--- config.mk ---
export PLATFORM = sky130hd
export DESIGN_NAME = pss_ctrl
export DESIGN_NICKNAME = d
export VERILOG_FILES = /design/src/design/pss_pkg.sv /design/src/design/pss_ctrl.sv /design/src/design/pss_lp_qual.sv
export SDC_FILE = /design/constraint.sdc
export NUM_CORES = 1
export LEC_CHECK = 0
export BUFFER_PORTS_ARGS = -buffer_cell sky130_fd_sc_hd__buf_4
export CAP_MARGIN = 20
export CORE_MARGIN = 4
export CORE_UTILIZATION = 50
export DETAILED_ROUTE_END_ITERATION = 6
export GPL_ROUTABILITY_DRIVEN = 0
export PLACE_DENSITY_LB_ADDON = 0.25
export SLEW_MARGIN = 20
export SYNTH_ARGS = -nofsm -noshare
export SYNTH_HDL_FRONTEND = slang
export SYNTH_HIERARCHICAL = 1
export SYNTH_SLANG_ARGS = --single-unit
--- constraint.sdc ---
create_clock -name clk_sys_i -period 2.2 [get_ports clk_sys_i]
set_input_delay 0.33 -clock clk_sys_i [delete_from_list [all_inputs] [get_ports clk_sys_i]]
set_output_delay 0.33 -clock clk_sys_i [all_outputs]
set_load 0.02 [all_outputs]
--- src/design/pss_pkg.sv ---
package pss_pkg;
  // ==========================================================
  // Register map
  localparam logic [7:0] COIN_CTRL_OFFS   = 8'h1A;
  localparam logic [7:0] PWR_CTRL_OFFS    = 8'h1B;
  localparam logic [7:0] SENSE_OFFS       = 8'h07;
  localparam logic [7:0] COIN_CTRL_RESET  = 8'h00;
  localparam logic [7:0] PWR_CTRL_RESET   = 8'h10;
  localparam int         COIN_VSEL_LSB    = 0;
  localparam int         COIN_EN_BIT      = 3;
  localparam int         LP_DLY_LSB       = 4;
  localparam int         LP_INV_BIT       = 6;
  localparam int         SENSE_PROT_BIT   = 4;

  // ==========================================================
  // Timing
  localparam longint CLK_HZ          = 100_000_000;
  localparam longint SLOW_CLK_HZ     = 32_768;
  localparam longint THERM_DEB_US    = 8_000;
  localparam longint LONG_PRESS_MS   = 4_000;
  localparam int     SYNC_STAGES     = 3;
  localparam int     SLOW_DIV_CYC    = int'(CLK_HZ / SLOW_CLK_HZ);
  localparam int     THERM_DEB_CYC   = int'((THERM_DEB_US * CLK_HZ + 999_999) / 1_000_000);
  localparam int     LONG_PRESS_CYC  = int'((LONG_PRESS_MS * CLK_HZ) / 1_000 + 1);

  // ==========================================================
  // Power states, Gray along OFF-ON-LOWPOWER_REQ_PIN-SLEEP-COIN
  typedef enum logic [2:0] {
    PSS_OFF   = 3'h0,
    PSS_ON    = 3'h1,
    PSS_LOWPOWER_REQ_PIN  = 3'h3,
    PSS_SLEEP = 3'h2,
    PSS_COIN  = 3'h6
  } pss_state_type;
endpackage : pss_pkg

--- src/design/pss_ctrl.sv ---
`timescale 1ns/10ps
// What this block does
// Charger on/off from enable bit; 3-bit code picks 2.50 V to 3.30 V.
// High charge current in ON; reduced current in Sleep or Standby.
// No charging in OFF or while main supply is below undervoltage.
// Main supply below low threshold switches logic supply to backup cell.
// Each warning threshold crossing, either direction, raises its own event.
// Sense register shows the current die temperature range.
// Over-temperature shutdown only after 8.0 ms of persistent condition.
// Five power states: ON, OFF, Sleep, Standby, Coin Cell.
// Turn on only with supply above rising threshold and either enable asserted or an auto-restart pending.
// Supply below falling threshold in ON moves to Coin Cell.
// Interrupt output only active in Sleep, Standby and ON.
// Power-good released in ON, driven low in OFF.
// Config 0, off mode 0: power off as soon as enable goes low.
// Config 1, off mode 0, long press on: off after enable low 4.0 s.
// Auto-restart bit restarts after an enable-pin power-off.
// Turn-on ignored during thermal protection until temperature released.
// Qualified low-power request enters Standby; its release leaves Standby.
// Internal request is pin level XOR polarity invert bit 6 at 0x1B.
// Low-power request pin only acts while in ON.
// At first power-up standby settings are copied from ON settings.
// Standby delay of 0 to 3 slow periods, default one.
// Request synchronised through three slow clock cycles before the delay.
// Coin Cell rejects turn-on, holds power-good low, leaves to OFF on supply.
// Enable low with off mode set enters Sleep; enable high leaves it.
// Delay counts on slow clock and restarts when the request changes.
// Control bits return to defaults on re-initialisation from Coin Cell.
module pss_ctrl #(
  parameter int THERM_DEB  = pss_pkg::THERM_DEB_CYC,
  parameter int LONG_PRESS = pss_pkg::LONG_PRESS_CYC,
  parameter int SLOW_DIV   = pss_pkg::SLOW_DIV_CYC
) (
  input  wire logic                  clk_sys_i,
  input  wire logic                  rst_n_i,
  // Register port
  input  wire logic [7:0]            reg_addr_i,
  input  wire logic                  reg_wr_i,
  input  wire logic [7:0]            reg_wdata_i,
  output logic [7:0]                 reg_rdata_o,
  // Supply comparators
  input  wire logic                  main_supply_above_uv_i,
  input  wire logic                  main_supply_above_low_i,
  // Temperature comparators: 110, 120, 125, 130 and protection
  input  wire logic [3:0]            temp_above_warn_i,
  input  wire logic                  temp_above_prot_i,
  input  wire logic                  temp_below_release_i,
  // Pins and fuse configuration
  input  wire logic                  enable_pin_i,
  input  wire logic                  lowpower_req_pin_i,
  input  wire logic                  en_cfg_i,
  input  wire logic                  off_mode_sel_i,
  input  wire logic                  long_press_off_en_i,
  input  wire logic                  auto_restart_en_i,
  // Outputs
  output pss_pkg::pss_state_type     power_state_o,
  output logic                       power_good_reset_n_o,
  output logic                       power_good_reset_n_oe_o,
  output logic                       irq_out_n_o,
  output logic [3:0]                 temp_event_o,
  output logic [3:0]                 temp_sense_bits_o,
  output logic                       coin_charge_on_o,
  output logic                       charge_current_high_o,
  output logic [2:0]                 coin_voltage_sel_o,
  output logic                       backup_supply_sel_o,
  output logic                       standby_copy_o
);
  import pss_pkg::*;

  localparam int TW = $clog2(THERM_DEB + 1);
  localparam int LW = $clog2(LONG_PRESS + 1);

  // ==========================================================
  // Elaboration checks
  if (THERM_DEB < 1) begin : g_chk_deb
    $error("pss_ctrl: debounce count must be at least one");
  end
  if (LONG_PRESS < 1) begin : g_chk_press
    $error("pss_ctrl: long-press count must be at least one");
  end
  // A divider below two ticks every cycle and collapses the sync stages
  if (SLOW_DIV < 2) begin : g_chk_div
    $error("pss_ctrl: slow divider must be at least two");
  end

  // ==========================================================
  // State
  typedef struct packed {
    pss_state_type st;
    // Only live control bits are stored; reserved bits read back as zero
    logic [3:0]    coin_ctrl;
    logic [2:0]    pwr_ctrl;
    logic [7:0]    rdata;
    logic [3:0]    warn_prev;
    logic [3:0]    event_p;
    logic          irq_n;
    logic [TW-1:0] therm_cnt;
    logic          therm_lock;
    logic [LW-1:0] press_cnt;
    logic          restart_pend;
    logic          first_up;
    logic          copy_p;
    logic          pg_oe;
    logic          chg_on;
    logic          chg_hi;
    logic          backup_sel;
  } pss_ctrl_type;

  pss_ctrl_type s_q, s_d;
  logic         lp_req_qual;
  logic         therm_trip;
  logic         press_done;
  logic         supply_down;
  logic         lp_req_level;

  function automatic logic irq_allowed(input pss_state_type st);
    irq_allowed = (st == PSS_ON) || (st == PSS_LOWPOWER_REQ_PIN) || (st == PSS_SLEEP);
  endfunction : irq_allowed

  function automatic logic pin_off(input logic en, input logic cfg, input logic lp_en,
                                   input logic omode, input logic done);
    pin_off = !en && !omode && (!cfg || (lp_en && done));
  endfunction : pin_off

  // ==========================================================
  // Standby request qualification
  pss_lp_qual #(
    .DIV_CYC     (SLOW_DIV)
  ) u_lp_qual (
    .clk_sys_i   (clk_sys_i),
    .rst_n_i     (rst_n_i),
    .req_level_i (lp_req_level),
    .delay_sel_i (s_q.pwr_ctrl[1:0]),
    .req_qual_o  (lp_req_qual)
  );

  assign therm_trip  = (s_q.therm_cnt == TW'(THERM_DEB));
  assign press_done  = (s_q.press_cnt == LW'(LONG_PRESS));
  assign supply_down = !main_supply_above_uv_i;
  assign lp_req_level = lowpower_req_pin_i ^ s_q.pwr_ctrl[LP_INV_BIT-LP_DLY_LSB];

  always_comb begin
    s_d         = s_q;
    s_d.event_p = 4'h0;
    s_d.copy_p  = 1'b0;

    // ==========================================================
    // Register writes
    if (reg_wr_i && reg_addr_i == COIN_CTRL_OFFS) begin
      s_d.coin_ctrl = reg_wdata_i[COIN_EN_BIT:COIN_VSEL_LSB];
    end
    if (reg_wr_i && reg_addr_i == PWR_CTRL_OFFS) begin
      s_d.pwr_ctrl = reg_wdata_i[LP_INV_BIT:LP_DLY_LSB];
    end

    // ==========================================================
    // Register reads, one cycle behind the address
    case (reg_addr_i)
      COIN_CTRL_OFFS: s_d.rdata = {4'h0, s_q.coin_ctrl};
      PWR_CTRL_OFFS:  s_d.rdata = {1'b0, s_q.pwr_ctrl, 4'h0};
      SENSE_OFFS:     s_d.rdata = {3'h0, s_q.therm_lock, s_q.warn_prev};
      default:        s_d.rdata = 8'h00;
    endcase

    // ==========================================================
    // Thermal warnings and debounced protection
    s_d.warn_prev = temp_above_warn_i;
    s_d.event_p   = temp_above_warn_i ^ s_q.warn_prev;
    // Count saturates at the trip value so it never wraps
    if (!temp_above_prot_i) begin
      s_d.therm_cnt = '0;
    end else if (!therm_trip) begin
      s_d.therm_cnt = s_q.therm_cnt + TW'(1);
    end
    if (s_q.therm_lock && temp_below_release_i && !temp_above_prot_i) begin
      s_d.therm_lock = 1'b0;
    end

    // ==========================================================
    // Enable pin hold timer
    if (enable_pin_i) begin
      s_d.press_cnt = '0;
    end else if (!press_done) begin
      s_d.press_cnt = s_q.press_cnt + LW'(1);
    end

    // ==========================================================
    // Power state machine
    case (s_q.st)
      PSS_COIN: begin
        // Re-init outranks a register write in the same cycle
        if (main_supply_above_uv_i) begin
          s_d.st           = PSS_OFF;
          s_d.coin_ctrl    = COIN_CTRL_RESET[COIN_EN_BIT:COIN_VSEL_LSB];
          s_d.pwr_ctrl     = PWR_CTRL_RESET[LP_INV_BIT:LP_DLY_LSB];
          s_d.restart_pend = 1'b0;
          s_d.first_up     = 1'b1;
        end
      end

      // Thermal lock outranks a pending restart
      PSS_OFF: begin
        if (supply_down) begin
          s_d.st = PSS_COIN;
        end else if (s_q.therm_lock) begin
          s_d.st = PSS_OFF;
        end else if (enable_pin_i || s_q.restart_pend) begin
          s_d.st           = PSS_ON;
          s_d.restart_pend = 1'b0;
          s_d.copy_p       = s_q.first_up;
          s_d.first_up     = 1'b0;
        end
      end

      // Supply, then thermal, then sleep, then pin-off, then standby
      PSS_ON, PSS_LOWPOWER_REQ_PIN: begin
        if (supply_down) begin
          s_d.st = PSS_COIN;
        end else if (therm_trip) begin
          s_d.st         = PSS_OFF;
          s_d.therm_lock = 1'b1;
        end else if (!enable_pin_i && off_mode_sel_i) begin
          s_d.st = PSS_SLEEP;
        end else if (pin_off(enable_pin_i, en_cfg_i, long_press_off_en_i,
                             off_mode_sel_i, press_done)) begin
          s_d.st           = PSS_OFF;
          s_d.restart_pend = auto_restart_en_i;
        end else if (s_q.st == PSS_ON && lp_req_qual) begin
          s_d.st = PSS_LOWPOWER_REQ_PIN;
        end else if (s_q.st == PSS_LOWPOWER_REQ_PIN && !lp_req_qual) begin
          s_d.st = PSS_ON;
        end
      end

      PSS_SLEEP: begin
        if (supply_down) begin
          s_d.st = PSS_COIN;
        end else if (therm_trip) begin
          s_d.st         = PSS_OFF;
          s_d.therm_lock = 1'b1;
        end else if (enable_pin_i) begin
          s_d.st = PSS_ON;
        end
      end

      default: begin
        s_d.st = PSS_COIN;
      end
    endcase

    // ==========================================================
    // Outputs follow the next state so they align with it
    s_d.irq_n      = !(irq_allowed(s_d.st) && (|s_d.event_p));
    s_d.pg_oe      = (s_d.st != PSS_ON) && (s_d.st != PSS_LOWPOWER_REQ_PIN)
                     && (s_d.st != PSS_SLEEP);

    // ==========================================================
    // Charger follows the next state as well; backup select follows the low comparator
    s_d.chg_on     = s_d.coin_ctrl[COIN_EN_BIT] && main_supply_above_uv_i
                     && irq_allowed(s_d.st);
    s_d.chg_hi     = (s_d.st == PSS_ON);
    // Switch-over happens even with nothing on the backup pin
    s_d.backup_sel = !main_supply_above_low_i;
  end

  always_ff @(posedge clk_sys_i) begin
    if (!rst_n_i) begin
      s_q           <= '0;
      s_q.st        <= PSS_COIN;
      s_q.coin_ctrl <= COIN_CTRL_RESET[COIN_EN_BIT:COIN_VSEL_LSB];
      s_q.pwr_ctrl  <= PWR_CTRL_RESET[LP_INV_BIT:LP_DLY_LSB];
      s_q.irq_n     <= 1'b1;
      s_q.first_up  <= 1'b1;
      s_q.pg_oe     <= 1'b1;
    end else begin
      s_q <= s_d;
    end
  end

  // ==========================================================
  // Output map, straight from flops except the power-good data tied low
  assign power_state_o           = s_q.st;
  // Open-drain data stays low; only the enable moves the pin
  assign power_good_reset_n_o    = 1'b0;
  assign power_good_reset_n_oe_o = s_q.pg_oe;
  assign irq_out_n_o             = s_q.irq_n;

  // ==========================================================
  // Thermal status
  assign temp_event_o            = s_q.event_p;
  assign temp_sense_bits_o       = s_q.warn_prev;

  // ==========================================================
  // Charger and supply
  assign coin_charge_on_o        = s_q.chg_on;
  assign charge_current_high_o   = s_q.chg_hi;
  assign coin_voltage_sel_o      = s_q.coin_ctrl[2:0];
  assign backup_supply_sel_o     = s_q.backup_sel;
  assign standby_copy_o          = s_q.copy_p;

  // ==========================================================
  // Register read
  assign reg_rdata_o             = s_q.rdata;
endmodule : pss_ctrl

--- src/design/pss_lp_qual.sv ---
`timescale 1ns/10ps
module pss_lp_qual #(
  parameter int DIV_CYC = pss_pkg::SLOW_DIV_CYC
) (
  input  wire logic       clk_sys_i,
  input  wire logic       rst_n_i,
  input  wire logic       req_level_i,
  input  wire logic [1:0] delay_sel_i,
  output logic            req_qual_o
);
  import pss_pkg::*;

  localparam int DW = $clog2(DIV_CYC + 1);

  if (DIV_CYC < 2) begin : g_chk
    $error("pss_lp_qual: DIV_CYC too small");
  end

  typedef struct packed {
    logic [DW-1:0]          div;
    logic                   tick;
    logic [SYNC_STAGES-1:0] sync;
    logic [1:0]             dly;
    logic                   qual;
  } pss_qual_type;

  pss_qual_type s_q, s_d;

  always_comb begin
    s_d      = s_q;
    s_d.tick = 1'b0;
    // ==========================================================
    // Slow tick from the system clock
    if (s_q.div == DW'(DIV_CYC - 1)) begin
      s_d.div  = '0;
      s_d.tick = 1'b1;
    end else begin
      s_d.div = s_q.div + DW'(1);
    end
    // ==========================================================
    // Three slow-clock stages, then a programmable hold-off
    if (s_q.tick) begin
      s_d.sync = {s_q.sync[SYNC_STAGES-2:0], req_level_i};
      if (s_q.sync[SYNC_STAGES-1] == s_q.qual) begin
        s_d.dly = '0;
      end else if (s_q.dly >= delay_sel_i) begin
        s_d.qual = s_q.sync[SYNC_STAGES-1];
        s_d.dly  = '0;
      end else begin
        s_d.dly = s_q.dly + 2'h1;
      end
    end
    // Zero delay updates the qualified level on the first tick that sees the sync output differ
  end

  always_ff @(posedge clk_sys_i) begin
    if (!rst_n_i) begin
      s_q <= '0;
    end else begin
      s_q <= s_d;
    end
  end

  assign req_qual_o = s_q.qual;
endmodule : pss_lp_qual

**Yosys cells after proc, flatten, opt, wreduce, memory -nomap -nowiden**

Index checks and enable logic that the tools add are counted.

- $add $sub $neg: 4
- Multipliers: 0
- Divide/modulo/power cells: 0
- Order comparisons: 1
- Equal/unequal tests: 25
- Shift-type cells: 0
- Multiplexer cells: 35
- Bitwise operators: 7
- Reductions and logical operators: 39

Operator list:

| cell | number |
|---|---|
| 3-bit two-way mux | 16 |
| 29-bit by 1-bit adder with 29-bit output (second input constant) | 1 |
| 29-bit equality test (second input constant) | 1 |
| 7-bit one-hot mux with 3 select lines | 1 |
| 20-bit by 1-bit adder with 20-bit output (second input constant) | 1 |
| 20-bit equality test (second input constant) | 1 |
| 8-bit by 5-bit equality test with 1-bit output (second input constant) | 2 |
| 2-bit inequality test (second input constant) | 8 |
| 1-bit logical AND | 15 |
| 12-bit by 1-bit adder with 12-bit output (second input constant) | 1 |
| 12-bit equality test (second input constant) | 1 |
| 3-bit by 2-bit equality test with 1-bit output (second input constant) | 4 |
| 3-bit one-hot mux with 4 select lines | 1 |
| 10-bit two-way mux | 1 |
| 1-bit two-way mux | 9 |
| 9-bit AND reduction | 1 |
| 8-bit by 3-bit equality test with 1-bit output (second input constant) | 1 |
| 1-bit logical NOT | 7 |
| 7-bit two-way mux | 1 |
| 3-bit by 1-bit equality test with 1-bit output (second input constant) | 2 |
| 2-bit two-way mux | 3 |
| 3-bit by 2-bit inequality test with 1-bit output (second input constant) | 2 |
| 2-bit OR reduction | 3 |
| 1-bit NOT | 5 |
| other kinds (20) | 23 |

- Bits in registers: 103
- Latch bits: 0
- RAM bits: 0
- Memory bits (read-only): 0
- Output and inout port bits: 29
- Logic and storage cells: 133
- Memories: 0

**Depth between registers and ports, before layout**

Gate-level depths: netlist (run 1).

- Word-level depth: 14
- Gate-level depth with buffers: 7

**By module**

The synthesis (run 1) kept the hierarchy.

By module, submodules not included:

| module | times used | cells an instance | area an instance (sq um) |
|---|---|---|---|
| pss_ctrl | 1 | 440 | 3,871.2 |
| pss_lp_qual | 1 | 93 | 882.1 |

**Least setup slack after synthesis (run 1)**

OpenSTA, ideal clock, no wires.

- Kind: reg-to-reg
- Start: register s_q[7] in the netlist's numbering
- End: register s_q[33] in the netlist's numbering
- Arrival: 1,755 ps
- Setup slack: 320 ps
- Cell stages (with the launch flop): 7
- Path buffers: 0
- Period minus slack after synthesis: 1,880 ps
- Cells stage by stage: dfxtp_1 -> ha_1 -> inv_1 -> or4_1 -> nor4_2 -> xnor2_1 -> nor2_2

- Word-level cells in the longest chain between the ends: 1
- Elaborated cells between the ends (all ways): 2
- Those cells by class: add/sub: 1; eq/ne: 1

Ends and longest elaborated chain:

| what | line | source |
|---|---|---|
| start, declared | pss_ctrl.sv:109 | `pss_ctrl_type s_q, s_d;` |
| 29-bit by 1-bit adder with 29-bit output / 29-bit equality test (equally long branches) | pss_ctrl.sv:184, pss_ctrl.sv:138 |  |

Several ways; a longest one is shown, not always the timed one.
A chain may end at the register's enable or synchronous reset.

**Worst setup path after layout (run 1)**

- Start: register s_q[7] in the netlist's numbering
- End: register s_q (netlist bit coin_charge_on_o)

- Word-level cells in the longest chain between the ends: 13
- Elaborated cells between the ends (all ways): 15
- Those cells by class: eq/ne: 4; mux: 5; reduce/logical: 6

Ends and longest elaborated chain:

| what | line | source |
|---|---|---|
| 29-bit equality test * | pss_ctrl.sv:138 | `assign press_done = (s_q.press_cnt == LW'(LONG_PRESS));` |
| 1-bit logical AND * | pss_ctrl.sv:122 | `pin_off = !en && !omode && (!cfg \|\| (lp_en && done));` |
| 1-bit logical OR * | pss_ctrl.sv:122 |  |
| 1-bit logical AND * | pss_ctrl.sv:122 |  |
| 3-bit two-way mux * | pss_ctrl.sv:224 | `end else if (pin_off(enable_pin_i, en_cfg_i, long_press_off_en_i,` |
| 3-bit two-way mux * | pss_ctrl.sv:222 | `end else if (!enable_pin_i && off_mode_sel_i) begin` |
| 3-bit two-way mux * | pss_ctrl.sv:219 | `end else if (therm_trip) begin` |
| 3-bit two-way mux * | pss_ctrl.sv:217 | `if (supply_down) begin` |
| 3-bit one-hot mux with 4 select lines * | pss_ctrl.sv:189 | `case (s_q.st)` |
| 3-bit by 1-bit equality test with 1-bit output / 3-bit by 2-bit equality test with 1-bit output (equally long branches) | pss_ctrl.sv:117 | `irq_allowed = (st == PSS_ON) \|\| (st == PSS_LOWPOWER_REQ_PIN) \|\| (st == PSS_SLEEP);` |
| 1-bit logical OR | pss_ctrl.sv:117 |  |
| 1-bit logical OR * | pss_ctrl.sv:117 |  |
| 1-bit logical AND * | pss_ctrl.sv:260 | `&& irq_allowed(s_d.st);` |

Every way passes the cells marked *; elsewhere a longest branch is shown, timed or not.

==> flow_summary.json, run 1 <==
{
  "synth-simple-area-share": 0.305,
  "num_vias": 3751,
  "ys.flop_type": "dfxtp_1",
  "cts_root_buf": "clkbuf_8",
  "num_rows": 35,
  "cp_cell_sequence": "buf_4 -> ha_1 -> and4bb_2 -> and4_1 -> a41o_1 -> o2111ai_1 -> and4b_1",
  "numCtsBuffers": 9,
  "place_ws_ns": 0.247,
  "post_route_cells_drive_above_1_share": 0.192,
  "port_buffers": 58,
  "core_mm2": 0.00924,
  "die_w_um": 106,
  "synth_enable_flop_cells": 0,
  "ys_ff_latch": 102,
  "clk_path_buf_depth": 2,
  "holdWs_ns": 0.123,
  "synthCells": 533,
  "hold_buffers": 0,
  "slowest_stage": "dfxtp_1",
  "cts.reportedPaths.clkPinSlew_ns": 0.09,
  "report.final.slew_viol_count": 0,
  "crit_type": "flip-flop to flip-flop",
  "boundaryPins": 62,
  "synth_adder_area_share": 0.0211,
  "area_delta_synth_final_pct": 13.0,
  "fillers": 837,
  "final_nets": 620,
  "antenna_found_initial": 0,
  "ff_latch_area_mm2": 0.00204,
  "cts.htree.levels": 3,
  "multiInputGateArea_mm2": 0.00240,
  "setup_viol": 0,
  "cp_max_fo": 5,
  "syn_area_mm2": 0.00475,
  "avgViaCountPerCell": 5.26,
  "power.leakage_nw": 1.98,
  "firstDrtPassIters": 4,
  "path_delay_family": "simple AND/OR/NAND/NOR gates",
  "synth-compound-area-share": 0.0637,
  "cts_tree": "done",
  "synth_top_area_frac": 0.430,
  "status": "finished clean",
  "hold_viol": 0,
  "drt_wl_total_um": 9380,
  "grt_pass1_vias": 3621,
  "initial_core_util": 0.514,
  "antenna_cells": 0,
  "grt_pass1_wl_um": 16400,
  "cp_data_arrival_time_ns": 2.26,
  "worstSkewPairLatency_ns": 0.36,
  "drc": 0,
  "skew_ns": 0.0117,
  "power_density_mw_per_mm2": 587,
  "yosys.area.top_type": "dfxtp_1",
  "hold_class": "input port to flip-flop",
  "syn_avg_cell_area_um2": 8.92,
  "synthTopCellsByCount": "dfxtp_1 (102), nor2_1 (69), nand3_1 (37)",
  "drv_cap": 0,
  "yosysMostFrequentCell": "dfxtp_1",
  "max_slew_margin": 0.461,
  "routedWlPerCell_um": 13.2,
  "grt_max_degree": 23,
  "synth_area_leaders": "dfxtp_1 (43%), xor2_1 (5.7%), nor2_1 (5.4%)",
  "track_usage": 0.175,
  "fp.dieArea_mm2": 0.0111,
  "synthArstFlopShare": 0,
  "post_cts_buffers": 0,
  "cp_data_required_time_ns": 2.50,
  "peakVddDrop_uv": 354,
  "grt.overflow.total": 0,
  "tightest_slew_ns": 0.808,
  "antenna_left": 0,
  "yosysSeqAreaShare": 0.430,
  "period_share": 0.892,
  "cts_resized": 0,
  "setup_slack_ns": 0.237,
  "dr.first_iter.drc_count": 123,
  "synth.area.mux_share": 0.0105,
  "max_stage_delay_ns": 0.33,
  "grt_setup_unrepaired": "false",
  "synth_top_family_by_area": "simple AND/OR/NAND/NOR gates",
  "total_power_mw": 3.15,
  "final.min_clock_period_ns": 1.96,
  "setup-tns-final_ns": 0,
  "netlist-cell-type-count": 59,
  "cp-start-kind": "flip-flop",
  "dp_hpwl_um": 7100,
  "max_freq_mhz": 510,
  "fp.dieH_um": 106,
  "cts_sinks": 102,
  "synth_xor_area_frac": 0.103,
  "critPathBufInv": 1,
  "yosys_warnings": 6,
  "crit_path_end_kind": "flip-flop"
}
cells in the final DEF (no fill, tap or decap), types with 3 or more instances in the layout:
cell,instances
mux2i_1,5
nor2b_1,10
and2_1,9
buf_4,69
nand3b_1,3
nor4b_1,4
a21oi_1,18
or3_1,7
and3_1,8
nor3_1,14
o21ai_0,8
nand4_1,15
nand2_1,35
nor4_2,3
nor4_1,7
ha_1,8
a22oi_1,5
nor2_2,3
nand2b_1,7
or2_2,3
clkbuf_8,10
xor2_1,31
dfxtp_1,102
inv_1,20
and4_1,3
nand3_1,37
nor2_1,69
nor3_2,5
xnor2_1,25
layer usage:
metal / global-route usage / routed length [um]
met5: 0 / 0
met4: 0.0398 / 131
met2: 0.292 / 4500
met1: 0.227 / 4330
met3: 0.0465 / 416
path summary, 6_finish.rpt:
kind                            slack [ns]  cells after the start                    start                             end
worst max register to register        0.24                      7      s_q[7]$_SDFFE_PP0P_     coin_charge_on_o$_SDFF_PN0_
worst min-delay path                  0.12                      2  main_supply_above_low_i  backup_supply_sel_o$_SDFF_PN0_
worst min register to register        0.47                      2      s_q[5]$_SDFFE_PN1P_       standby_copy_o$_SDFF_PP0_
worst max-delay path                  0.24                      7      s_q[7]$_SDFFE_PP0P_     coin_charge_on_o$_SDFF_PN0_
area by class of cell:
type                       count  share of cell area
inverter                      20              0.0140
clock inverter                 5             0.00652
tap                          129              0.0300
sequential                   102               0.380
clock buffer                  11              0.0263
timing repair buffer          69              0.0964
multi-input combinational    377               0.447
stage by stage:
| stage | util | instances | instance area [um^2] |
|---|---|---|---|
| CTS | 0.581 | 713 | 5370 |
| global route | 0.581 | 713 | 5370 |
| global placement | 0.562 | 697 | 5200 |
| detailed placement | 0.562 | 697 | 5200 |
| floorplan | - | 534 | 4760 |
| finish | 0.581 | 713 | 5370 |
kinds of logic (layout without fill, tap and decap cells):
| family | count (synthesis) | count (layout) |
|---|---|---|
| simple gates | 259 | 259 |
| flops | 102 | 102 |
| xor+xnor | 56 | 56 |
| buf+inv | 55 | 105 |
| compound gates | 47 | 47 |
| fa+ha+maj | 8 | 8 |
| mux | 5 | 5 |
| other cells | 1 | 2 |
registers in the layout, summed over array words and instances (netlist names):
signal / cells
backup_supply_sel_o: 1
charge_current_high_o: 1
coin_charge_on_o: 1
coin_voltage_sel_o: 3
irq_out_n_o: 1
power_good_reset_n_oe_o: 1
power_state_o: 3
reg_rdata_o: 7
s_q: 56
standby_copy_o: 1
temp_event_o: 4
temp_sense_bits_o: 4
u_lp_qual/req_qual_o: 1
u_lp_qual/s_q: 18
report_power, final:
group | leakage, nW | switching [mW] | internal (mW)
Combinational | 1.06 | 0.111 | 0.0961
Clock | 0.0893 | 0.609 | 0.443
Sequential | 0.826 | 0.0235 | 1.87
Total | 1.98 | 0.744 | 2.41
(Power assumes the default switching activity.)
==> run 2, diff against run 1 <==
--- a/config.mk
+++ b/config.mk
@@ -8,7 +8,7 @@
 export BUFFER_PORTS_ARGS = -buffer_cell sky130_fd_sc_hd__buf_4
 export CAP_MARGIN = 20
 export CORE_MARGIN = 4
-export CORE_UTILIZATION = 50
+export CORE_UTILIZATION = 40
 export DETAILED_ROUTE_END_ITERATION = 6
 export GPL_ROUTABILITY_DRIVEN = 0
 export PLACE_DENSITY_LB_ADDON = 0.25
==> run 2 against run 1 <==
Sequential power barely moved. Routed wire length grew 2.0%. Global-route usage down 2.7 points. Register-to-register slack about the same. Total power is 16% higher. Sequential share of layout area fell by 0.90 points. Maximum frequency down 0.70%. Final area grew 2.4%. Via count down 0.96%. Utilization shrank 10 points. Largest power group unchanged. Highest routed layer unchanged.
==> flow_summary.json, run 2 (same netlist as run 1, synthesis figures left out) <==
{
  "status": "finished clean",
  "skew_ns": 0.00985,
  "antenna_cells": 0,
  "postLayoutCellArea_mm2": 0.00550,
  "fp.dieArea_mm2": 0.0137,
  "report.final.slew_viol_count": 0,
  "dp_hpwl_um": 7100,
  "cts.htree.levels": 3,
  "post_route_cells_drive_above_1_share": 0.185,
  "final_nets": 619,
  "cts_root_buf": "clkbuf_16",
  "cp-start-kind": "flip-flop",
  "max_slew_margin": 0.559,
  "port_buffers": 58,
  "num_rows": 39,
  "r2r_setup_slack_ns": 0.22,
  "fillers": 1122,
  "boundaryPins": 62,
  "grt_pass1_vias": 3512,
  "dpl_cell_area_mm2": 0.00522,
  "hold_buffers": 0,
  "cts_resized": 0,
  "tightest_slew_ns": 0.662,
  "cts.reportedPaths.clkPinSlew_ns": 0.07,
  "cts_sinks": 102,
  "hold_viol": 0,
  "worstReg2RegEnd": "s_q[33]$_SDFFE_PP0P_",
  "ff_latch_area_mm2": 0.00204,
  "wl_met2_um": 4510,
  "fp.dieH_um": 117,
  "setup_slack_ns": 0.223,
  "reg2reg_depth": 6,
  "grt.overflow.total": 0,
  "post_cts_buffers": 0,
  "worstSetupEndpoint": "s_q[33]$_SDFFE_PP0P_",
  "dr_wl_met3_um": 563,
  "cts_tree": "done",
  "numCtsBuffers": 9,
  "dr.first_iter.drc_count": 205,
  "power_density_mw_per_mm2": 663,
  "track_usage": 0.148,
  "postLayoutCoreUtil": 0.478,
  "grt_pass1_wl_um": 16200,
  "total_power_mw": 3.65,
  "hold_class": "input port to flip-flop",
  "setup-tns-final_ns": 0,
  "initial_core_util": 0.413,
  "power.leakage_nw": 2.03,
  "drt_wl_total_um": 9570,
  "top_layer": "met4",
  "grt_max_degree": 21,
  "antenna_left": 0,
  "grt_setup_unrepaired": "false",
  "regMostFlops": "s_q",
  "drv_cap": 0,
  "setup_viol": 0,
  "cp_data_required_time_ns": 2.44,
  "num_vias": 3715,
  "drc": 0,
  "largest_reg_flops": 56,
  "clk_path_buf_depth": 2,
  "cp_data_arrival_time_ns": 2.21,
  "max_freq_mhz": 506,
  "worstSkewPairLatency_ns": 0.35,
  "avgViaCountPerCell": 5.12,
  "met1_length_um": 4430,
  "final_common_cell": "dfxtp_1",
  "place_ws_ns": 0.249,
  "crit_path_end_kind": "flip-flop",
  "core_mm2": 0.0115,
  "firstDrtPassIters": 4,
  "peakVddDrop_uv": 434,
  "final_cell_mix": "dfxtp_1 (102), nor2_1 (69), buf_4 (67), nand3_1 (37), nand2_1 (35)",
  "r2r-start": "s_q[8]$_SDFFE_PP0P_",
  "startpoint": "s_q[8]$_SDFFE_PP0P_",
  "routedWlPerCell_um": 13.2,
  "final.min_clock_period_ns": 1.98,
  "area_delta_synth_final_pct": 15.8,
  "cp_max_fo": 6,
  "multiInputGateArea_mm2": 0.00240,
  "die_w_um": 117,
  "antenna_found_initial": 0,
  "period_share": 0.898,
  "crit_type": "flip-flop to flip-flop"
}
[run 2: through the flow]
step | hold WS [ns] | instances
5_1_grt | 0.125 | 726
3_5_place_dp | 0.466 | 710
4_1_cts | 0.122 | 726
2_1_floorplan | 0.402 | 534
6_report | 0.136 | 726
3_3_place_gp | 0.447 | 710
[run 2: how the worst min path moves through the flow]
stage | from | to | slack, ns | cells after the start
2_1_floorplan | main_supply_above_low_i | backup_supply_sel_o$_SDFF_PN0_ | 0.40 | 1
3_3_place_gp | s_q[5]$_SDFFE_PN1P_ | standby_copy_o$_SDFF_PP0_ | 0.45 | 2
3_5_place_dp | s_q[5]$_SDFFE_PN1P_ | standby_copy_o$_SDFF_PP0_ | 0.47 | 2
4_1_cts | main_supply_above_low_i | backup_supply_sel_o$_SDFF_PN0_ | 0.12 | 2
5_1_grt | main_supply_above_low_i | backup_supply_sel_o$_SDFF_PN0_ | 0.12 | 2
6_report | main_supply_above_low_i | backup_supply_sel_o$_SDFF_PN0_ | 0.14 | 2
[run 2: per-layer routing]
layer  global-route usage  up-vias
li1                     -     1904
met1                0.183     1719
met2                0.248       82
met3               0.0504       10
met4               0.0390        0
met5                    0        -
[run 2: final cells by class]
class / instances / share of cell area
clock buffers: 13 / 0.0437
clock inverters: 3 / 0.00796
inverters: 20 / 0.0136
multi-input cells: 377 / 0.436
flip-flops and latches: 102 / 0.371
well taps: 143 / 0.0325
repair buffers: 68 / 0.0950
[run 2: power by group]
group / total, mW / switching (mW) / leakage, nW / internal (mW)
combinational: 0.210 / 0.113 / 1.06 / 0.0972
clock: 1.55 / 0.659 / 0.138 / 0.886
sequential: 1.89 / 0.0240 / 0.826 / 1.87
total: 3.65 / 0.796 / 2.03 / 2.85
[run 2: worst max-delay path, stage by stage (launching register included)]
cell	delay, ns
dfxtp_1	0.42
ha_1	0.21
inv_1	0.07
or4_1	0.63
nor4_2	0.32
xnor2_1	0.17
nor2_2	0.04
